$ cat src/supervisor_pkg.sv
package supervisor_pkg;

    // serial command word
    localparam logic [4:0] CMD_LAST = 5'h16;
    localparam logic [4:0] POS_OPERATING_SELECT_LO = 5'h02;
    localparam logic [4:0] POS_OPERATING_SELECT_HI = 5'h03;
    localparam logic [4:0] POS_PS = 5'h0D;
    localparam logic [4:0] POS_FAILSAFE_CLEAR_BIT = 5'h11;
    localparam logic [4:0] POS_TO0 = 5'h12;
    localparam logic [4:0] POS_TO1 = 5'h13;
    localparam logic [4:0] POS_TO2 = 5'h14;
    localparam logic [4:0] POS_VR0 = 5'h15;
    localparam logic [4:0] POS_VR1 = 5'h16;
    localparam logic [4:0] BIT_ONE = 5'h01;

    localparam logic [1:0] MODE_IDLE = 2'h0;
    localparam logic [1:0] MODE_DRAIN = 2'h1;
    localparam logic [1:0] MODE_CHARGE = 2'h2;
    localparam logic [1:0] MODE_GAUGE = 2'h3;

    // charge loop reference levels in millivolts
    localparam logic [7:0] REF_MV_00 = 8'h12;
    localparam logic [7:0] REF_MV_01 = 8'h22;
    localparam logic [7:0] REF_MV_10 = 8'h37;
    localparam logic [7:0] REF_MV_11 = 8'hA0;

    // fail-safe timer
    localparam int CLK_PERIOD_NS = 10;
    localparam int NS_PER_SEC = 1000000000;
    localparam int CYCLES_PER_SEC = NS_PER_SEC / CLK_PERIOD_NS;
    localparam int SECS_PER_MIN = 60;
    localparam int CYC_W = 27;
    localparam int MIN_W = 9;
    localparam logic [MIN_W-1:0] TIMEOUT_BASE_MIN = 9'h005;
    localparam logic [2:0] TO_NONE = 3'h7;

    localparam logic [1:0] TX_WAIT = 2'h0;
    localparam logic [1:0] TX_NULL = 2'h1;
    localparam logic [1:0] TX_DATA = 2'h2;
    localparam int TX_W = 18;

    typedef enum logic [2:0] {
        FR_HUNT = 3'h1,
        FR_CMD = 3'h2,
        FR_TX = 3'h4
    } frame_t;

    typedef struct packed {
        logic loop_ref_sel_hi;
        logic loop_ref_sel_lo;
        logic timeout_sel_bit2;
        logic timeout_sel_bit1;
        logic timeout_sel_bit0;
        logic failsafe_clear_bit;
        logic power_shutdown_bit;
        logic operating_select_hi;
        logic operating_select_lo;
    } cmd_t;

    // bit 1 of the word is the lsb
    typedef struct packed {
        logic failsafe_occurred_flag;
        logic charge_time_expired_flag;
        logic under_temperature_flag;
        logic over_temperature_flag;
        logic end_discharge_flag;
        logic max_cell_voltage_flag;
        logic battery_reversed_flag;
        logic battery_present_flag;
    } status_t;

    // raw comparator outputs, asynchronous to clk
    typedef struct packed {
        logic tbat_above_cold;
        logic tbat_below_hot;
        logic cell_below_end;
        logic cell_above_max;
        logic cell_below_reverse;
        logic vbat_below_present;
    } comp_t;

    typedef struct packed {
        logic cs_s1;
        logic cs_s2;
        logic ck_s1;
        logic ck_s2;
        logic ck_prev;
        logic di_s1;
        logic di_s2;
        comp_t comp_s1;
        comp_t comp_s2;
        frame_t frame;
        logic [4:0] bit_cnt;
        cmd_t cmd;
        logic [1:0] tx_cnt;
        logic [TX_W-1:0] tx_sh;
        logic dout;
        logic oe;
        status_t status;
        logic [CYC_W-1:0] cyc_cnt;
        logic [5:0] sec_cnt;
        logic [MIN_W-1:0] min_cnt;
        logic drain;
        logic charge;
        logic gauge;
        logic power_on;
        logic [7:0] ref_mv;
    } state_t;

endpackage : supervisor_pkg

$ cat src/battery_fault_supervisor.sv
`timescale 1ns/100ps

module battery_fault_supervisor #(
    parameter int unsigned CYCLES_PER_SEC = supervisor_pkg::CYCLES_PER_SEC
) (
    input wire logic clk,
    input wire logic rst_n,
    input wire logic cs_n,
    input wire logic sclk,
    input wire logic din,
    output logic dout,
    output logic dout_oe,
    input wire supervisor_pkg::comp_t comp_i,
    input wire logic [9:0] adc_result,
    output supervisor_pkg::status_t fault_status_word,
    output logic battery_drain_drive,
    output logic charge_loop_enable,
    output logic gas_gauge_enable,
    output logic analog_power_on,
    output logic [7:0] loop_ref_mv
);

    ////////////////////////////////////////////////////////////////////////
    supervisor_pkg::state_t q;
    supervisor_pkg::state_t d;
    logic ck_rise;
    logic ck_fall;
    logic cs_high;
    logic [4:0] nb;
    logic [1:0] mode;
    logic [1:0] ref_code;
    logic [2:0] to_code;
    logic [supervisor_pkg::MIN_W-1:0] limit;
    logic dis_mode;
    logic chg_mode;
    logic clr;
    logic dis_fault;
    logic chg_fault;
    logic fs_set;
    logic hit;

    assign ck_rise = q.ck_s2 & ~q.ck_prev;
    assign ck_fall = ~q.ck_s2 & q.ck_prev;
    assign cs_high = q.cs_s2;
    assign nb = q.bit_cnt + supervisor_pkg::BIT_ONE;
    assign mode = {q.cmd.operating_select_hi, q.cmd.operating_select_lo};
    assign ref_code = {q.cmd.loop_ref_sel_hi, q.cmd.loop_ref_sel_lo};
    assign to_code = {q.cmd.timeout_sel_bit2, q.cmd.timeout_sel_bit1, q.cmd.timeout_sel_bit0};
    assign limit = supervisor_pkg::TIMEOUT_BASE_MIN << to_code;
    assign clr = q.cmd.failsafe_clear_bit;
    assign dis_mode = (mode == supervisor_pkg::MODE_DRAIN) & ~q.cmd.power_shutdown_bit;
    assign chg_mode = (mode == supervisor_pkg::MODE_CHARGE) & ~q.cmd.power_shutdown_bit;
    // fault terms come from synchronised status, valid in every mode
    assign dis_fault = q.status.end_discharge_flag | q.status.under_temperature_flag
                     | q.status.over_temperature_flag | q.status.charge_time_expired_flag;
    assign chg_fault = q.status.max_cell_voltage_flag | q.status.under_temperature_flag
                     | q.status.over_temperature_flag | q.status.charge_time_expired_flag;
    assign fs_set = (dis_mode & dis_fault) | (chg_mode & chg_fault);
    assign hit = (to_code != supervisor_pkg::TO_NONE) & (q.min_cnt >= limit);

    ////////////////////////////////////////////////////////////////////////
    always_comb begin
        d = q;
        // input synchronisers: stage one feeds stage two only
        d.cs_s1 = cs_n;
        d.cs_s2 = q.cs_s1;
        d.ck_s1 = sclk;
        d.ck_s2 = q.ck_s1;
        d.ck_prev = q.ck_s2;
        d.di_s1 = din;
        d.di_s2 = q.di_s1;
        d.comp_s1 = comp_i;
        d.comp_s2 = q.comp_s1;

        // live comparator bits of the status word
        d.status.battery_present_flag = q.comp_s2.vbat_below_present;
        d.status.battery_reversed_flag = q.comp_s2.cell_below_reverse;
        d.status.max_cell_voltage_flag = q.comp_s2.cell_above_max;
        d.status.end_discharge_flag = q.comp_s2.cell_below_end;
        d.status.over_temperature_flag = q.comp_s2.tbat_below_hot;
        d.status.under_temperature_flag = q.comp_s2.tbat_above_cold;

        // fail-safe timer, halted in shutdown
        if (clr) begin
            d.cyc_cnt = '0;
            d.sec_cnt = '0;
            d.min_cnt = '0;
        end else if (!q.cmd.power_shutdown_bit && !hit) begin
            if (q.cyc_cnt == supervisor_pkg::CYC_W'(CYCLES_PER_SEC - 1)) begin
                d.cyc_cnt = '0;
                if (q.sec_cnt == 6'(supervisor_pkg::SECS_PER_MIN - 1)) begin
                    d.sec_cnt = '0;
                    d.min_cnt = q.min_cnt + 9'h001;
                end else begin
                    d.sec_cnt = q.sec_cnt + 6'h01;
                end
            end else begin
                d.cyc_cnt = q.cyc_cnt + 27'h0000001;
            end
        end
        // a set in the clearing cycle wins
        d.status.charge_time_expired_flag = hit | (q.status.charge_time_expired_flag & ~clr);
        d.status.failsafe_occurred_flag = fs_set | (q.status.failsafe_occurred_flag & ~clr);

        // serial command frame
        if (cs_high) begin
            d.frame = supervisor_pkg::FR_HUNT;
            d.bit_cnt = '0;
            d.tx_cnt = supervisor_pkg::TX_WAIT;
            d.oe = 1'b0;
            d.dout = 1'b0;
            d.cmd.failsafe_clear_bit = 1'b0;
        end else begin
            unique case (q.frame)
                supervisor_pkg::FR_HUNT: begin
                    // leading zeros are skipped until the start bit
                    if (ck_rise && q.di_s2) begin
                        d.frame = supervisor_pkg::FR_CMD;
                        d.bit_cnt = supervisor_pkg::BIT_ONE;
                    end
                end
                supervisor_pkg::FR_CMD: begin
                    if (ck_rise) begin
                        d.bit_cnt = nb;
                        // bits take effect as they arrive, so the mode acts early
                        case (nb)
                            supervisor_pkg::POS_OPERATING_SELECT_LO: d.cmd.operating_select_lo = q.di_s2;
                            supervisor_pkg::POS_OPERATING_SELECT_HI: d.cmd.operating_select_hi = q.di_s2;
                            supervisor_pkg::POS_PS: d.cmd.power_shutdown_bit = q.di_s2;
                            supervisor_pkg::POS_FAILSAFE_CLEAR_BIT: d.cmd.failsafe_clear_bit = q.di_s2;
                            supervisor_pkg::POS_TO0: d.cmd.timeout_sel_bit0 = q.di_s2;
                            supervisor_pkg::POS_TO1: d.cmd.timeout_sel_bit1 = q.di_s2;
                            supervisor_pkg::POS_TO2: d.cmd.timeout_sel_bit2 = q.di_s2;
                            supervisor_pkg::POS_VR0: d.cmd.loop_ref_sel_lo = q.di_s2;
                            supervisor_pkg::POS_VR1: d.cmd.loop_ref_sel_hi = q.di_s2;
                            default: ;
                        endcase
                        if (nb == supervisor_pkg::CMD_LAST) begin
                            d.frame = supervisor_pkg::FR_TX;
                            d.tx_sh = {adc_result, q.status};
                        end
                    end
                end
                supervisor_pkg::FR_TX: begin
                    // one idle period, a null bit, then data and zero fill
                    if (ck_fall) begin
                        unique case (q.tx_cnt)
                            supervisor_pkg::TX_WAIT: d.tx_cnt = supervisor_pkg::TX_NULL;
                            supervisor_pkg::TX_NULL: begin
                                d.tx_cnt = supervisor_pkg::TX_DATA;
                                d.oe = 1'b1;
                                d.dout = 1'b0;
                            end
                            default: begin
                                d.dout = q.tx_sh[supervisor_pkg::TX_W-1];
                                d.tx_sh = {q.tx_sh[supervisor_pkg::TX_W-2:0], 1'b0};
                            end
                        endcase
                    end
                end
                default: d.frame = supervisor_pkg::FR_HUNT;
            endcase
        end

        // loop and power controls
        d.power_on = ~q.cmd.power_shutdown_bit;
        d.drain = dis_mode & q.status.battery_present_flag & ~q.status.battery_reversed_flag
                & ~dis_fault & ~d.status.failsafe_occurred_flag;
        d.charge = chg_mode & q.status.battery_present_flag & ~q.status.battery_reversed_flag
                 & ~chg_fault & ~d.status.failsafe_occurred_flag;
        d.gauge = (mode == supervisor_pkg::MODE_GAUGE) & ~q.cmd.power_shutdown_bit;
        unique case (ref_code)
            2'h0: d.ref_mv = supervisor_pkg::REF_MV_00;
            2'h1: d.ref_mv = supervisor_pkg::REF_MV_01;
            2'h2: d.ref_mv = supervisor_pkg::REF_MV_10;
            2'h3: d.ref_mv = supervisor_pkg::REF_MV_11;
        endcase
    end

    // power-up clear: all command bits zero, serial lines idle
    always_ff @(posedge clk or negedge rst_n) begin
        if (!rst_n) begin
            q <= '0;
            q.cs_s1 <= 1'b1;
            q.cs_s2 <= 1'b1;
            q.frame <= supervisor_pkg::FR_HUNT;
        end else begin
            q <= d;
        end
    end

    assign dout = q.dout;
    assign dout_oe = q.oe;
    assign fault_status_word = q.status;
    assign battery_drain_drive = q.drain;
    assign charge_loop_enable = q.charge;
    assign gas_gauge_enable = q.gauge;
    assign analog_power_on = q.power_on;
    assign loop_ref_mv = q.ref_mv;
endmodule : battery_fault_supervisor

$ cat config.mk
export PLATFORM = sky130hd
export DESIGN_NAME = battery_fault_supervisor
export DESIGN_NICKNAME = d
export VERILOG_FILES = /design/src/supervisor_pkg.sv /design/src/battery_fault_supervisor.sv
export SDC_FILE = /design/constraint.sdc
export NUM_CORES = 1
export LEC_CHECK = 0
export BUFFER_PORTS_ARGS = -buffer_cell sky130_fd_sc_hd__buf_2
export CORE_UTILIZATION = 32
export CTS_BUF_LIST = sky130_fd_sc_hd__clkbuf_8 sky130_fd_sc_hd__clkbuf_16
export DETAILED_ROUTE_END_ITERATION = 8
export PLACE_DENSITY_LB_ADDON = 0.2
export REMOVE_ABC_BUFFERS = 1
export SYNTH_ARGS = -nofsm -noshare
export SYNTH_HDL_FRONTEND = slang
export SYNTH_SLANG_ARGS = --single-unit
$ cat constraint.sdc
create_clock -name clk -period 2.7 [get_ports clk]
set_input_delay 0.54 -clock clk [delete_from_list [all_inputs] [get_ports clk]]
set_output_delay 0.54 -clock clk [all_outputs]
set_load 0.02 [all_outputs]
==> summary.txt <==
Timing
  – Worst Skew: 0.00651 ns
  – FMAX: 364 MHz
  – Final setup fails: 7
  – Final hold vios: 0
  – Final Max Slew Viols: 0
  – Final Hold Slack: 0.0766 ns
  – Relative slew margins: 52.8%
  – Fin crit share: 102%
  – Fin crit period: 2.75 ns
  – RSZ-0062 raised after global routing: true
  – Slew @ Worst Pin: 0.701 ns
  – Setup TNS: -0.176 ns
  – Worst Slack Setup Final: -0.0477 ns

Clock network
  – CTS tree: yes
  – Root Driver: clkbuf_16
  – Clock Path Buffers: 2
  – Hold_buf cts: 0
  – H-Tree Depth: 4
  – Reg clk slew, reported paths: 0.06 ns
  – CTS Buf Count: 17
  – Skew-Pair Late Insertion Delay: 0.42 ns
  – CTS Sinks: 117

Global route
  – Initial antenna violation count: 0
  – Global-route met1 utilization: 21.9%
  – Total GRT Usage: 16.6%
  – Vias in the first global route: 4709
  – Grt met2 use: 26.2%
  – GR peak layer: met2
  – Congestion Overflow GR: 0
  – Global routing usage on met3: 4.19%
  – Largest net degree at the start of global routing: 45
  – First-pass GRT wire length: 23900 um

Worst setup path
  – CP Cell Sequence: nand2_2, or4b_4, or4_4, or3_4, or4_1, a21oi_1
  – Worst path required time: 3.04 ns
  – Family with the most delay on the worst path: simple AND/OR/NAND/NOR gates
  – Critical path's slowest cell: or4_4
  – WS Path Type: reg2reg
  – WP data arrival: 3.09 ns
  – Reg2reg end: q[15]
  – R2R Path Start: q[50]
  – Startpoint types: flip-flop
  – Crit-path max FO: 6
  – Worst R2R Setup Slack: -0.05 ns
  – Max incr delay on CP: 0.57 ns
  – Buf+Inv Stages, Crit Path: 0
  – CP endpoint kind: flip-flop
  – Worst Reg-to-Reg Cells: 6

Pwr
  – Combinational Power Share: 2.3%
  – PwrDens: 563 nW/um^2
  – Switch Pwr: 1.05 mW
  – Design internal power: 3.14 mW
  – Pleak: 3.23 nW
  – Clock Power Share: 54.8%
  – Sequential fraction of design power: 42.8%
  – VDD IR max: 0.468 mV
  – Switching share of total power: 25.0%

Layout
  – Storage element area: 2930 um^2
  – Final core utilization: 41.4%
  – Fraction of layout cells with a size suffix above 1: 32.4%
  – Antenna Cells: 0
  – Area Growth Syn to Fin: 26.9%
  – Commonest non-fill, non-tap cell in the layout: dfrtp_1
  – Final net count: 691
  – Fillers: 1698
  – Multi-input combinational cell area: 2880 um^2
  – Non-Filler Instances: 895
  – Leading cell types in the layout, fill and taps excluded: dfrtp_1 (113), buf_4 (53), nand2_1 (42), a21oi_1 (41), mux2_2 (41)

Floorplan
  – Ports: 43
  – Die Ht: 137 um
  – CORE AREA: 18000 um^2
  – Std cell rows: 49
  – Die Footprint: 18900 um^2
  – Initial cell density of the core: 32.6%
  – Die Width: 137 um

Synth
  – Async S/R FF share, synth: 100%
  – Post-Syn Area: 5860 um^2
  – Post-synth top flop: dfrtp_1
  – Seq/Total Area, Yosys: 50.0%
  – Synth Register Bits: 117
  – Post-synth EDFFs: 0
  – Ys Warns: 0
  – Cells after Synth: 577
  – Yosys cell types: 55
  – Syn Area/Cell: 10.2 um^2

Placed design
  – Gpl congestion: 0.825
  – Dpl cells: 854
  – DP HPWL: 9570 um
  – IO Port Bufs: 40

Hold path
  – Worst Hold Class: in2async

Route
  – DR vias: 4690
  – 1st-pass router iterations: 5
  – WL/cell: 15.9 um
  – Antenna viol nets, final: 0
  – DRC: 0
  – Final wirelength: 14200 um
  – 1st-iter DRT viols: 280
  – Vias/cell: 5.24

Outcome
  – Violated checks: negative setup slack
  – Status: finished with violations

Job
  – Max cap viols: 0
==> worst max path at each step <==
| stage | start | end | slack, ns | depth (start not counted) |
|---|---|---|---|---|
| 2_1_floorplan | q[99] | q[65] | -1.23 | 6 |
| 3_3_place_gp | q[90] | q[51] | -0.17 | 10 |
| 3_5_place_dp | q[90] | q[51] | -0.30 | 10 |
| 4_1_cts | q[90] | q[26] | -0.005 | 10 |
| 5_1_grt | q[49] | q[26] | -0.09 | 6 |
| 6_report | q[50] | q[15] | -0.05 | 6 |
==> worst register-to-register path: stages, from the launching register on <==
cell	delay, ns
dfrtp_1	0.38
nand2_2	0.07
or4b_4	0.55
or4_4	0.57
or3_4	0.45
or4_1	0.48
a21oi_1	0.17
==> Yosys cell counts (16+ instances only) <==
cell / count / share of area, %
clkbuf_1: 24 / 1.5
inv_1: 17 / 1.1
nand2_1: 42 / 2.7
ha_1: 17 / 3.6
buf_4: 16 / 2.0
a21oi_1: 47 / 4.0
nor2_1: 33 / 2.1
dfrtp_1: 114 / 49
nand3_1: 31 / 2.6
mux2_2: 41 / 7.9
o21ai_0: 32 / 2.7
or4_1: 17 / 2.2
==> area by class of cell <==
type	instances	share of cell area [%]
multi-input cells	403	38.7
clock buffers	17	5.72
flip-flops and latches	117	39.4
clock inverters	15	2.37
well taps	229	3.85
inverters	17	0.858
repair buffers	97	9.08
==> sequential cells by signal (all words and copies together) (netlist names) <==
signal	flops
battery_drain_drive	1
q	78
dout_oe	1
d	16
charge_loop_enable	1
cs_high	1
fault_status_word	8
loop_ref_mv	5
gas_gauge_enable	1
clr	1
mode	2
analog_power_on	1
dout	1
==> cell families (layout without fill, tap and decap cells) <==
logic type                 Yosys count  count (layout)  share of synthesized area [%]
DFF                                117             117                           50.0
AOI/OAI and AO/OA                  119             119                           12.2
and+or+nand+nor                    214             216                           20.0
buffers and inverters               60             146                           5.01
other                                1               2                         0.0640
muxes                               43              43                           8.22
xor gates and xnor gates             6               6                          0.896
adders and majority gates           17              17                           3.63
==> per-stage QoR <==
stage          area (um^2)  setup WS, ns  power (mW)
6_report              7440       -0.0477        4.19
5_1_grt               7440       -0.0909        4.37
4_1_cts               7340      -0.00465        4.26
3_5_place_dp          6540        -0.299        1.93
2_1_floorplan         5640         -1.23        1.85
3_3_place_gp          6540        -0.173        1.93
==> per-layer routing <==
layer	routed length, um	vias up	share of wire (%)
li1	-	2268	-
met3	595	17	4.2
met4	191	0	1.3
met5	0	-	0
met2	6800	99	48
met1	6630	2306	47
==> timing repair <==
action	CTS	global route
cloned	2	0
hold endpoints to repair	0	0
endpoints found under the setup margin	34	29
pin swaps	11	12
resized for setup	29	15
setup buffers	4	3
==> power groups by stage <==
| stage | clock network [mW] | registers, mW | logic [mW] |
|---|---|---|---|
| 3_5_place_dp | 0 | 1.83 | 0.102 |
| 3_3_place_gp | 0 | 1.83 | 0.101 |
| 6_report | 2.30 | 1.79 | 0.0983 |
| 5_1_grt | 2.46 | 1.80 | 0.115 |
| 2_1_floorplan | 0 | 1.83 | 0.0262 |
| 4_1_cts | 2.36 | 1.79 | 0.103 |
Note: power is estimated with default switching activity, not from simulation.
